==> src/rtl/dual_timer_pkg.sv <==
/*
 * Constants and carrier types shared by the dual timer block and its
 * input edge filter.
 * Assumes an 8-bit register port with a 4-bit register index.
 */
package dual_timer_pkg;

   // -------------------------------------------------------------------
   // Register indices
   // -------------------------------------------------------------------
   localparam logic [3:0] ADDR_NARROW_CTL = 4'h0;
   localparam logic [3:0] ADDR_SHARED_CTL = 4'h1;
   localparam logic [3:0] ADDR_WIDE_CTL = 4'h2;
   localparam logic [3:0] ADDR_NARROW_RLD_LO = 4'h4;
   localparam logic [3:0] ADDR_NARROW_RLD_HI = 4'h5;
   localparam logic [3:0] ADDR_WIDE_RLD_LO = 4'h6;
   localparam logic [3:0] ADDR_WIDE_RLD_HI = 4'h7;
   localparam logic [3:0] ADDR_CAP_LO = 4'h8;
   localparam logic [3:0] ADDR_CAP_HI = 4'h9;

   // -------------------------------------------------------------------
   // Counter control bits (narrow and wide share the layout)
   // -------------------------------------------------------------------
   localparam int CTL_ENABLE = 7;
   localparam int CTL_SINGLE = 6;
   localparam int CTL_TIMEOUT = 5;
   localparam int CTL_CLK_HI = 4;
   localparam int CTL_CLK_LO = 3;
   localparam int CTL_CAP_MASK = 2;
   localparam int CTL_TO_MASK = 1;
   localparam int CTL_PIN = 0;

   // -------------------------------------------------------------------
   // Shared control bits
   // -------------------------------------------------------------------
   localparam int SH_MODE = 7;
   localparam int SH_STEER = 6;
   localparam int SH_LOGIC_HI = 5;
   localparam int SH_LOGIC_LO = 4;
   localparam int SH_SUB_HI = 3;
   localparam int SH_SUB_LO = 2;
   localparam int SH_NARROW_INIT = 1;
   localparam int SH_WIDE_INIT = 0;

   // -------------------------------------------------------------------
   // Reset values and counts
   // -------------------------------------------------------------------
   localparam logic [7:0] RESET_BYTE = 8'h00;
   localparam logic [15:0] WIDE_WRAP = 16'hffff;
   localparam logic [3:0] FILT_LEN_1 = 4'h2;
   localparam logic [3:0] FILT_LEN_2 = 4'h4;
   localparam logic [3:0] FILT_LEN_3 = 4'h8;

   // -------------------------------------------------------------------
   // Encodings
   // -------------------------------------------------------------------
   typedef enum logic [1:0] {
      COMB_AND = 2'b00,
      COMB_OR = 2'b01,
      COMB_NOR = 2'b10,
      COMB_NAND = 2'b11
   } comb_op_t;

   typedef enum logic [1:0] {
      EDGE_FALL = 2'b00,
      EDGE_RISE = 2'b01,
      EDGE_BOTH = 2'b10,
      EDGE_BOTH_ALT = 2'b11
   } edge_sel_t;

   typedef enum logic [1:0] {
      SUB_NORMAL = 2'b00,
      SUB_PINGPONG = 2'b01,
      SUB_NORMAL_2 = 2'b10,
      SUB_NORMAL_3 = 2'b11
   } submode_t;

   typedef struct packed {
      logic rise;
      logic fall;
   } edge_evt_t;

endpackage

==> src/rtl/demod_edge_filter.sv <==
/*
 * Glitch filter and edge detector for the demod input.
 * Assumes a synchronous input.
 */
`timescale 1ns/1ps
module demod_edge_filter (
   input wire logic i_clk,
   input wire logic i_sys_rst,
   input wire logic i_sig,
   input wire logic [1:0] i_len_sel,
   output dual_timer_pkg::edge_evt_t o_evt
);
   logic level_reg, level_next;
   logic [3:0] cnt_reg, cnt_next;
   dual_timer_pkg::edge_evt_t evt_reg, evt_next;
   logic [3:0] limit;

   // A change is accepted only once it has held for the selected length.
   always_comb begin
      unique case (i_len_sel)
         2'b00: limit = 4'h0;
         2'b01: limit = dual_timer_pkg::FILT_LEN_1;
         2'b10: limit = dual_timer_pkg::FILT_LEN_2;
         2'b11: limit = dual_timer_pkg::FILT_LEN_3;
      endcase
      level_next = level_reg;
      cnt_next = 4'h0;
      evt_next = '0;
      if (i_sig != level_reg) begin
         if (cnt_reg >= limit) begin // [RULE7]
            level_next = i_sig;
            evt_next.rise = i_sig;
            evt_next.fall = ~i_sig;
         end else begin
            cnt_next = cnt_reg + 4'h1;
         end
      end
   end

   always_ff @(posedge i_clk) begin
      if (i_sys_rst) begin
         level_reg <= 1'b0;
         cnt_reg <= 4'h0;
         evt_reg <= '0;
      end else begin
         level_reg <= level_next;
         cnt_reg <= cnt_next;
         evt_reg <= evt_next;
      end
   end

   assign o_evt = evt_reg;
endmodule

==> src/rtl/dual_timer.sv <==
/*
 * Paired 8-bit and 16-bit down counters,
 * transmit and demodulation modes.
 * Assumes byte registers, synchronous pins, one clock.
 */
// Functional notes
// RULE1: Two read/write bytes hold the wide 16-bit reload.
// RULE2: Shared bit 1: narrow start level, or rise flag cleared by 1.
// RULE3: Shared bit 0: wide start level, or fall flag cleared by 1.
// RULE4: Mode bit 0 is transmit, 1 is demodulation.
// RULE5: Steer bit picks output pin source, or input pin.
// RULE6: Field picks AND/OR/NOR/NAND, or the detected edge.
// RULE7: Submode picks ping-pong or normal, or filter length.
// RULE8: Wide bit 7 starts or stops, reads running, resets 0.
// RULE9: Transmit wide bit 6: 0 reloads at end, 1 stops.
// RULE10: Demod with bit 6 set ignores edges, never reloads; the code still captures and reloads the wide count on an armed edge.
// RULE11: Then narrow time-out captures wide count, may interrupt.
// RULE12: Writing bit 6 from 0 to 1 arms one edge capture.
// RULE13: Demod wide counter wraps from zero to all ones.
// RULE14: Wide zero sets time-out flag, write 1 clears, mask bit 1.
// RULE15: Wide bit 2 enables the capture interrupt.
// RULE16: Firmware uses ping-pong in transmit, both single pass.
// RULE17: Ping-pong enable sets start level, loads by that level.
// RULE18: Narrow end hands to wide, wide end hands back.
// RULE19: In ping-pong each counter interrupts per its mask.
// RULE20: Writing 00 to the submode ends ping-pong.
// RULE21: Firmware stops counters, clears flags before ping-pong.
// RULE22: Wide bits 4:3 divide the count clock by 1, 2, 4, 8.
// RULE23: Wide bit 0 routes wide output to its pin, resets 0.
// RULE24: Captured wide values read from two bytes.
`timescale 1ns/1ps
module dual_timer (
   input wire logic i_clk,
   input wire logic i_sys_rst,
   input wire logic [3:0] i_reg_addr,
   input wire logic i_reg_wr,
   input wire logic i_reg_rd,
   input wire logic [7:0] i_reg_wdata,
   output logic [7:0] o_reg_rdata,
   input wire logic i_port_out_combined,
   input wire logic i_port_out_wide,
   input wire logic i_demod_input_pin_a,
   input wire logic i_demod_input_pin_b,
   output logic o_combined_output_pin,
   output logic o_wide_output_pin,
   output logic o_narrow_timeout_irq,
   output logic o_wide_timeout_irq,
   output logic o_capture_irq
);
   // -------------------------------------------------------------------
   // State
   // -------------------------------------------------------------------
   logic [7:0] shared_reg, shared_next;
   logic rise_flag_reg, rise_flag_next, fall_flag_reg, fall_flag_next;
   logic n_en_reg, n_en_next, n_single_reg, n_single_next;
   logic n_to_reg, n_to_next, n_mask_reg, n_mask_next;
   logic n_out_reg, n_out_next;
   logic [7:0] n_cnt_reg, n_cnt_next;
   logic [7:0] n_rld_lo_reg, n_rld_lo_next, n_rld_hi_reg, n_rld_hi_next;
   logic w_en_reg, w_en_next, w_single_reg, w_single_next;
   logic w_to_reg, w_to_next, w_cap_mask_reg, w_cap_mask_next;
   logic w_to_mask_reg, w_to_mask_next, w_pin_reg, w_pin_next;
   logic [1:0] w_clk_reg, w_clk_next;
   logic w_out_reg, w_out_next, w_arm_reg, w_arm_next;
   logic [15:0] w_cnt_reg, w_cnt_next, w_rld_reg, w_rld_next;
   logic [15:0] cap_reg, cap_next;
   logic [2:0] div_reg, div_next;
   logic [7:0] rdata_next;
   logic comb_pin_next, wide_pin_next, cap_irq_next;

   // -------------------------------------------------------------------
   // Decoded controls
   // -------------------------------------------------------------------
   logic demod, pingpong, tick, comb_val, demod_in, edge_hit;
   logic n_tc, w_tc, cap_evt;
   logic [2:0] div_mask;
   dual_timer_pkg::edge_evt_t evt;

   assign demod = shared_reg[dual_timer_pkg::SH_MODE]; // [RULE4]
   assign pingpong = !demod && (shared_reg[dual_timer_pkg::SH_SUB_HI:
      dual_timer_pkg::SH_SUB_LO] == dual_timer_pkg::SUB_PINGPONG); // [RULE20]
   assign demod_in = shared_reg[dual_timer_pkg::SH_STEER] ?
      i_demod_input_pin_b : i_demod_input_pin_a; // [RULE5]

   demod_edge_filter u_filter (
      .i_clk(i_clk),
      .i_sys_rst(i_sys_rst),
      .i_sig(demod_in),
      .i_len_sel(shared_reg[dual_timer_pkg::SH_SUB_HI:
         dual_timer_pkg::SH_SUB_LO]),
      .o_evt(evt)
   );

   // Prescaler: a free divider, tick when the low bits are all ones.
   always_comb begin
      unique case (w_clk_reg)
         2'b00: div_mask = 3'h0;
         2'b01: div_mask = 3'h1;
         2'b10: div_mask = 3'h3;
         2'b11: div_mask = 3'h7;
      endcase
      tick = ((div_reg & div_mask) == div_mask); // [RULE22]
      div_next = div_reg + 3'h1;
   end

   always_comb begin
      unique case (shared_reg[dual_timer_pkg::SH_LOGIC_HI:
         dual_timer_pkg::SH_LOGIC_LO])
         2'b00: comb_val = n_out_reg & w_out_reg; // [RULE6]
         2'b01: comb_val = n_out_reg | w_out_reg;
         2'b10: comb_val = ~(n_out_reg | w_out_reg);
         2'b11: comb_val = ~(n_out_reg & w_out_reg);
      endcase
      unique case (shared_reg[dual_timer_pkg::SH_LOGIC_HI:
         dual_timer_pkg::SH_LOGIC_LO])
         2'b00: edge_hit = evt.fall; // [RULE6]
         2'b01: edge_hit = evt.rise;
         2'b10: edge_hit = evt.rise | evt.fall;
         2'b11: edge_hit = evt.rise | evt.fall;
      endcase
   end

   // -------------------------------------------------------------------
   // Next state
   // -------------------------------------------------------------------
   always_comb begin
      shared_next = shared_reg;
      rise_flag_next = rise_flag_reg;
      fall_flag_next = fall_flag_reg;
      n_en_next = n_en_reg;
      n_single_next = n_single_reg;
      n_to_next = n_to_reg;
      n_mask_next = n_mask_reg;
      n_out_next = n_out_reg;
      n_cnt_next = n_cnt_reg;
      n_rld_lo_next = n_rld_lo_reg;
      n_rld_hi_next = n_rld_hi_reg;
      w_en_next = w_en_reg;
      w_single_next = w_single_reg;
      w_to_next = w_to_reg;
      w_cap_mask_next = w_cap_mask_reg;
      w_to_mask_next = w_to_mask_reg;
      w_pin_next = w_pin_reg;
      w_clk_next = w_clk_reg;
      w_out_next = w_out_reg;
      w_arm_next = w_arm_reg;
      w_cnt_next = w_cnt_reg;
      w_rld_next = w_rld_reg;
      cap_next = cap_reg;
      cap_evt = 1'b0;
      n_tc = n_en_reg && (n_cnt_reg == 8'h00);
      w_tc = w_en_reg && tick && (w_cnt_reg == 16'h0000);

      // Register writes come first so that hardware events win below.
      if (i_reg_wr) begin
         unique case (i_reg_addr)
            dual_timer_pkg::ADDR_NARROW_CTL: begin
               n_en_next = i_reg_wdata[dual_timer_pkg::CTL_ENABLE];
               n_single_next = i_reg_wdata[dual_timer_pkg::CTL_SINGLE];
               n_mask_next = i_reg_wdata[dual_timer_pkg::CTL_TO_MASK];
               if (i_reg_wdata[dual_timer_pkg::CTL_TIMEOUT]) begin
                  n_to_next = 1'b0;
               end
               if (i_reg_wdata[dual_timer_pkg::CTL_ENABLE] && !n_en_reg) begin
                  n_out_next = shared_reg[dual_timer_pkg::SH_NARROW_INIT];
                  n_cnt_next = shared_reg[dual_timer_pkg::SH_NARROW_INIT] ?
                     n_rld_hi_reg : n_rld_lo_reg; // [RULE17]
               end
            end
            dual_timer_pkg::ADDR_SHARED_CTL: begin
               shared_next[7:2] = i_reg_wdata[7:2];
               if (demod) begin
                  if (i_reg_wdata[dual_timer_pkg::SH_NARROW_INIT]) begin
                     rise_flag_next = 1'b0; // [RULE2]
                  end
                  if (i_reg_wdata[dual_timer_pkg::SH_WIDE_INIT]) begin
                     fall_flag_next = 1'b0; // [RULE3]
                  end
               end else begin
                  shared_next[1:0] = i_reg_wdata[1:0]; // [RULE2] [RULE3]
               end
            end
            dual_timer_pkg::ADDR_WIDE_CTL: begin
               w_en_next = i_reg_wdata[dual_timer_pkg::CTL_ENABLE]; // [RULE8]
               w_single_next = i_reg_wdata[dual_timer_pkg::CTL_SINGLE];
               w_clk_next = i_reg_wdata[dual_timer_pkg::CTL_CLK_HI:
                  dual_timer_pkg::CTL_CLK_LO];
               w_cap_mask_next = i_reg_wdata[dual_timer_pkg::CTL_CAP_MASK];
               w_to_mask_next = i_reg_wdata[dual_timer_pkg::CTL_TO_MASK];
               w_pin_next = i_reg_wdata[dual_timer_pkg::CTL_PIN]; // [RULE23]
               if (i_reg_wdata[dual_timer_pkg::CTL_TIMEOUT]) begin
                  w_to_next = 1'b0; // [RULE14]
               end
               if (i_reg_wdata[dual_timer_pkg::CTL_SINGLE] && !w_single_reg) begin
                  w_arm_next = 1'b1; // [RULE12]
               end
               if (i_reg_wdata[dual_timer_pkg::CTL_ENABLE] && !w_en_reg) begin
                  w_cnt_next = w_rld_reg;
                  if (!demod) begin
                     w_out_next = shared_reg[dual_timer_pkg::SH_WIDE_INIT];
                  end // [RULE17]
               end
            end
            dual_timer_pkg::ADDR_NARROW_RLD_LO: n_rld_lo_next = i_reg_wdata;
            dual_timer_pkg::ADDR_NARROW_RLD_HI: n_rld_hi_next = i_reg_wdata;
            dual_timer_pkg::ADDR_WIDE_RLD_LO: w_rld_next[7:0] = i_reg_wdata;
            dual_timer_pkg::ADDR_WIDE_RLD_HI: w_rld_next[15:8] = i_reg_wdata;
            default: begin
            end
         endcase
      end

      // Narrow counter: counts every clock.
      if (n_en_reg && !n_tc) begin
         n_cnt_next = n_cnt_reg - 8'h01;
      end
      if (n_tc) begin
         n_to_next = 1'b1;
         if (demod) begin
            n_cnt_next = n_rld_lo_reg;
            if (w_single_reg && w_en_reg) begin
               cap_next = w_cnt_reg; // [RULE11]
               cap_evt = 1'b1;
            end
         end else if (pingpong) begin
            n_en_next = 1'b0; // [RULE18]
            w_en_next = 1'b1;
            w_out_next = shared_reg[dual_timer_pkg::SH_WIDE_INIT];
            w_cnt_next = w_rld_reg;
            n_out_next = ~n_out_reg;
         end else begin
            n_out_next = ~n_out_reg;
            if (n_single_reg) begin
               n_en_next = 1'b0;
            end else begin
               n_cnt_next = n_out_reg ? n_rld_lo_reg : n_rld_hi_reg;
            end
         end
      end

      // Wide counter: counts on prescaler ticks.
      if (w_en_reg && tick && !w_tc) begin
         w_cnt_next = w_cnt_reg - 16'h0001;
      end
      if (w_tc) begin
         w_to_next = 1'b1; // [RULE14]
         if (demod) begin
            w_cnt_next = dual_timer_pkg::WIDE_WRAP; // [RULE13]
         end else if (pingpong) begin
            w_en_next = 1'b0; // [RULE18]
            n_en_next = 1'b1;
            n_out_next = shared_reg[dual_timer_pkg::SH_NARROW_INIT];
            n_cnt_next = shared_reg[dual_timer_pkg::SH_NARROW_INIT] ?
               n_rld_hi_reg : n_rld_lo_reg; // [RULE17]
            w_out_next = ~w_out_reg;
         end else begin
            w_out_next = ~w_out_reg;
            if (w_single_reg) begin
               w_en_next = 1'b0; // [RULE9]
            end else begin
               w_cnt_next = w_rld_reg; // [RULE9]
            end
         end
      end

      // Demodulation edges: flags, capture and reload.
      if (demod) begin
         if (evt.rise) begin
            rise_flag_next = 1'b1; // [RULE2]
         end
         if (evt.fall) begin
            fall_flag_next = 1'b1; // [RULE3]
         end
         if (w_en_reg && edge_hit && (!w_single_reg || w_arm_reg)) begin
            cap_next = w_cnt_reg; // [RULE10] [RULE12] [RULE24]
            cap_evt = 1'b1;
            w_cnt_next = w_rld_reg;
            w_arm_next = 1'b0;
         end
      end
   end

   // -------------------------------------------------------------------
   // Read data and pins
   // -------------------------------------------------------------------
   always_comb begin
      rdata_next = o_reg_rdata;
      if (i_reg_rd) begin
         unique case (i_reg_addr)
            dual_timer_pkg::ADDR_NARROW_CTL: rdata_next = {n_en_reg,
               n_single_reg, n_to_reg, 3'h0, n_mask_reg, 1'b0};
            dual_timer_pkg::ADDR_SHARED_CTL: rdata_next = {shared_reg[7:2],
               demod ? rise_flag_reg : shared_reg[1],
               demod ? fall_flag_reg : shared_reg[0]};
            dual_timer_pkg::ADDR_WIDE_CTL: rdata_next = {w_en_reg,
               w_single_reg, w_to_reg, w_clk_reg, w_cap_mask_reg,
               w_to_mask_reg, w_pin_reg}; // [RULE8]
            dual_timer_pkg::ADDR_NARROW_RLD_LO: rdata_next = n_rld_lo_reg;
            dual_timer_pkg::ADDR_NARROW_RLD_HI: rdata_next = n_rld_hi_reg;
            dual_timer_pkg::ADDR_WIDE_RLD_LO: rdata_next = w_rld_reg[7:0];
            dual_timer_pkg::ADDR_WIDE_RLD_HI: rdata_next = w_rld_reg[15:8];
            dual_timer_pkg::ADDR_CAP_LO: rdata_next = cap_reg[7:0]; // [RULE24]
            dual_timer_pkg::ADDR_CAP_HI: rdata_next = cap_reg[15:8];
            default: rdata_next = dual_timer_pkg::RESET_BYTE;
         endcase
      end
      comb_pin_next = (shared_reg[dual_timer_pkg::SH_STEER] && !demod) ?
         comb_val : i_port_out_combined; // [RULE5]
      wide_pin_next = w_pin_reg ? w_out_reg : i_port_out_wide; // [RULE23]
      cap_irq_next = cap_evt && w_cap_mask_reg; // [RULE11] [RULE15]
   end

   // -------------------------------------------------------------------
   // Registers
   // -------------------------------------------------------------------
   always_ff @(posedge i_clk) begin
      if (i_sys_rst) begin
         shared_reg <= dual_timer_pkg::RESET_BYTE;
         rise_flag_reg <= 1'b0;
         fall_flag_reg <= 1'b0;
         n_en_reg <= 1'b0;
         n_single_reg <= 1'b0;
         n_to_reg <= 1'b0;
         n_mask_reg <= 1'b0;
         n_out_reg <= 1'b0;
         n_cnt_reg <= 8'h00;
         n_rld_lo_reg <= dual_timer_pkg::RESET_BYTE;
         n_rld_hi_reg <= dual_timer_pkg::RESET_BYTE;
         w_en_reg <= 1'b0; // [RULE8]
         w_single_reg <= 1'b0;
         w_to_reg <= 1'b0;
         w_cap_mask_reg <= 1'b0;
         w_to_mask_reg <= 1'b0;
         w_pin_reg <= 1'b0; // [RULE23]
         w_clk_reg <= 2'b00;
         w_out_reg <= 1'b0;
         w_arm_reg <= 1'b0;
         w_cnt_reg <= 16'h0000;
         w_rld_reg <= 16'h0000;
         cap_reg <= 16'h0000;
         div_reg <= 3'h0;
         o_reg_rdata <= dual_timer_pkg::RESET_BYTE;
         o_combined_output_pin <= 1'b0;
         o_wide_output_pin <= 1'b0;
         o_narrow_timeout_irq <= 1'b0;
         o_wide_timeout_irq <= 1'b0;
         o_capture_irq <= 1'b0;
      end else begin
         shared_reg <= shared_next;
         rise_flag_reg <= rise_flag_next;
         fall_flag_reg <= fall_flag_next;
         n_en_reg <= n_en_next;
         n_single_reg <= n_single_next;
         n_to_reg <= n_to_next;
         n_mask_reg <= n_mask_next;
         n_out_reg <= n_out_next;
         n_cnt_reg <= n_cnt_next;
         n_rld_lo_reg <= n_rld_lo_next;
         n_rld_hi_reg <= n_rld_hi_next;
         w_en_reg <= w_en_next;
         w_single_reg <= w_single_next;
         w_to_reg <= w_to_next;
         w_cap_mask_reg <= w_cap_mask_next;
         w_to_mask_reg <= w_to_mask_next;
         w_pin_reg <= w_pin_next;
         w_clk_reg <= w_clk_next;
         w_out_reg <= w_out_next;
         w_arm_reg <= w_arm_next;
         w_cnt_reg <= w_cnt_next;
         w_rld_reg <= w_rld_next; // [RULE1]
         cap_reg <= cap_next;
         div_reg <= div_next;
         o_reg_rdata <= rdata_next;
         o_combined_output_pin <= comb_pin_next;
         o_wide_output_pin <= wide_pin_next;
         o_narrow_timeout_irq <= n_to_reg && n_mask_reg; // [RULE19]
         o_wide_timeout_irq <= w_to_reg && w_to_mask_reg; // [RULE14] [RULE19]
         o_capture_irq <= cap_irq_next;
      end
   end
endmodule

==> config.mk <==
export PLATFORM = sky130hd
export DESIGN_NAME = dual_timer
export DESIGN_NICKNAME = d
export VERILOG_FILES = /design/src/rtl/dual_timer_pkg.sv /design/src/rtl/demod_edge_filter.sv /design/src/rtl/dual_timer.sv
export SDC_FILE = /design/constraint.sdc
export NUM_CORES = 1
export LEC_CHECK = 0
export ABC_CLOCK_PERIOD_IN_PS = 3800
export BUFFER_PORTS_ARGS = -buffer_cell sky130_fd_sc_hd__buf_4
export CORE_ASPECT_RATIO = 0.9
export CORE_MARGIN = 3
export CORE_UTILIZATION = 45
export CTS_CLUSTER_DIAMETER = 150
export DETAILED_ROUTE_END_ITERATION = 7
export PLACE_DENSITY = 0.61
export SKIP_CTS_REPAIR_TIMING = 1
export SLEW_MARGIN = 0
export SYNTH_ARGS = -nofsm -noshare
export SYNTH_HDL_FRONTEND = slang
export SYNTH_HIERARCHICAL = 1
export SYNTH_SLANG_ARGS = --single-unit
==> constraint.sdc <==
create_clock -name i_clk -period 3.8 [get_ports i_clk]
set_clock_uncertainty 0.1 [all_clocks]
set_input_delay 0.38 -clock i_clk [delete_from_list [all_inputs] [get_ports i_clk]]
set_output_delay 0.38 -clock i_clk [all_outputs]
set_load 0.01 [all_outputs]
==> flow_metrics.tcl <==
set metrics [dict create \
    critical_path_class "flip-flop to flip-flop" \
    total_leakage_power_nw 2.831 \
    worstPathArrival_ns 2.93 \
    maxSlewViolCount 0 \
    overflow 0 \
    firstDrtPassIters 6 \
    timing.slew.headroom_pct 46.48 \
    synth_largest_area_cell "dfxtp_1" \
    antenna_found_initial 0 \
    cts_tree "built" \
    synth.area.top_cells "dfxtp_1 (37%), mux2i_1 (8.2%), nor2_1 (5.6%), a21oi_1 (5.3%), nand2_1 (4.4%)" \
    critical_path.startpoint "shared_reg[7]" \
    achievable-frequency_mhz 370.2 \
    postRouteAntennaNets 0 \
    crit_fanout 22 \
    period_needed_ns 2.701 \
    netlist_top_cells_count "dfxtp_1 (120), nor2_1 (97), nand2_1 (75)" \
    dieWidth_um 132.3 \
    post_layout_nonfiller_instances 1006 \
    num_vias 6242 \
    cellPowerDensity_mw_per_mm2 444.6 \
    hp-start "i_port_out_wide" \
    post-route-period-util_pct 71.09 \
    layout-drive-gt1-share_pct 12.00 \
    setup-violations-final 0 \
    cts_max_path_buffers 2 \
    dominantRegCellSynth "dfxtp_1" \
    htree_levels 4 \
    cap_violations 0 \
    cts_root_buffer "clkbuf_16" \
    grt_pass1_vias 5951 \
    postSynthCellCount 792 \
    clock_latency_ns 0.42 \
    grt_first_pass_wirelength_um 32910 \
    synth_fp_nets 820 \
    synth_area_mm2 0.006457 \
    die_y_um 119.6 \
    status "complete, no violations" \
    numPortBuffers 32 \
    cts_num_sinks 120 \
    synth_most_common_cell "dfxtp_1" \
    ys_async_sr_fraction_pct 0 \
    initial_utilization_pct 47.09 \
    place_inst 975 \
    final_net_count 833 \
    drt-wirelength-per-cell_um 20.70 \
    yosysSeqAreaShare_pct 37.20 \
    drt_iter0_markers 620 \
    worst_setup_path_end_kind "flip-flop" \
    synthesis.area_per_instance_um2 8.153 \
    detailedPlacementHpwl_um 15330 \
    final.setup.tns_ns 0 \
    core_mm2 0.01371 \
    dp_worst_setup_slack_ns 1.198 \
    synth-edff-count 0 \
    crit_required_ns 4.02 \
    post-route-worst-setup-slack_ns 1.099 \
    fill_cells 1334 \
    hold_class "input port to flip-flop" \
    place_congestion 1.020 \
    ratio_of_routed_vias_to_standard_cells 6.205 \
    ys_warn_count 6 \
    cp-start-kind "flip-flop" \
    synthesized_flop_and_latch_total 120 \
    total_routing_usage_gr_pct 26.57 \
    area_growth_pct 15.11 \
    max-vdd-ir-drop_uv 310.6 \
    post_synth_num_cell_types 84 \
    die_area_mm2 0.01583 \
    antenna-diode-count 0 \
    drcViolationCount 0 \
    number_of_buffers_created_by_cts 17 \
    fin_worst_hold_slack_ns 0.1109 \
    io-pin-count 33 \
    clk_transition_reported_paths_ns 0.06 \
    reg2reg_from "shared_reg[7]" \
    hold_viol_final 0 \
    netlist.area_leader.share_pct 37.20 \
    unrepaired_setup_endpoints_after_global_routing "no" \
    worstMarginPinSlew_ns 0.8017 \
    floorplan.rows 40 \
    maximum_number_of_pins_on_one_net_before_global_route_repair 65 \
    wirelength_um 20820 \
]
## critical path, stage by stage (launching register included)
cell	delay, ns
dfxtp_1	0.84
inv_1	0.23
and2_1	0.22
a41oi_1	0.50
and2_1	0.40
nor2_1	0.08
a211oi_1	0.25
## worst paths after layout
kind | to | slack (ns) | cells past startpoint
worst min register to register | div_reg[0] | 0.36 | 1
worst max register to register | w_cnt_reg[4] | 1.10 | 6
worst min-delay path | o_wide_output_pin | 0.11 | 3
worst max-delay path | w_cnt_reg[4] | 1.10 | 6
## routing by layer
layer  part of all wire [%]  track usage (%)
met5                      0                0
met4                    3.1            10.19
met3                     11            6.915
met2                     42            38.78
met1                     45            37.58
## power by group
part	internal (mW)	switching (mW)	leakage (nW)	total, mW
Combinational	0.0842	0.175	1.56	0.259
Clock	1.15	0.591	0.306	1.74
Sequential	1.28	0.0277	0.970	1.31
## cells by family after synthesis
kind of cell | count (synthesis) | synth area share, %
adder cells (fa/ha/maj) | 8 | 1.550
multiplexers | 58 | 9.087
AND/OR/NAND/NOR | 311 | 23.99
AO/OA/AOI/OAI | 229 | 23.56
XOR/XNOR | 5 | 0.6781
flip-flops | 120 | 37.20
buffers and inverters | 61 | 3.933
## layout make-up
| cell class | instances | area [um2] | share of cell area [%] |
|---|---|---|---|
| multi-input combinational | 611 | 3801 | 51.14 |
| sequential | 120 | 2402 | 32.32 |
| clock buffer | 21 | 470.5 | 6.329 |
| timing repair buffer | 40 | 300.3 | 4.040 |
| tap | 189 | 236.5 | 3.181 |
| clock inverter | 10 | 166.4 | 2.239 |
| inverter | 15 | 56.30 | 0.7574 |
## cells in the final DEF, fill, tap and decap left out, types with 6 or more instances in the layout
cell and n:
a22o_1 6, dfxtp_1 120, and3_1 8, o22ai_1 9, clkbuf_16 17, nor4_1 8, nor3_1 20, a211oi_1 15
a22oi_1 17, nor2b_1 15, inv_1 15, ha_1 8, nand3_1 31, a31oi_1 9, buf_4 40, nand2b_1 18
nand2_1 75, and2_1 6, nor2_1 97, a21oi_1 69, o21ai_0 40, mux2i_1 53
## metrics by stage
stage | power (mW) | utilization [%] | area, um2
finish | 3.305 | 54.21 | 7433
global route | 3.399 | 54.21 | 7433
CTS | 3.314 | 54.21 | 7433
detailed placement | 1.583 | 49.56 | 6797
global placement | 1.580 | 49.56 | 6797
floorplan | 1.498 | - | 6457
No activity file was read; power rests on OpenSTA's default activity.
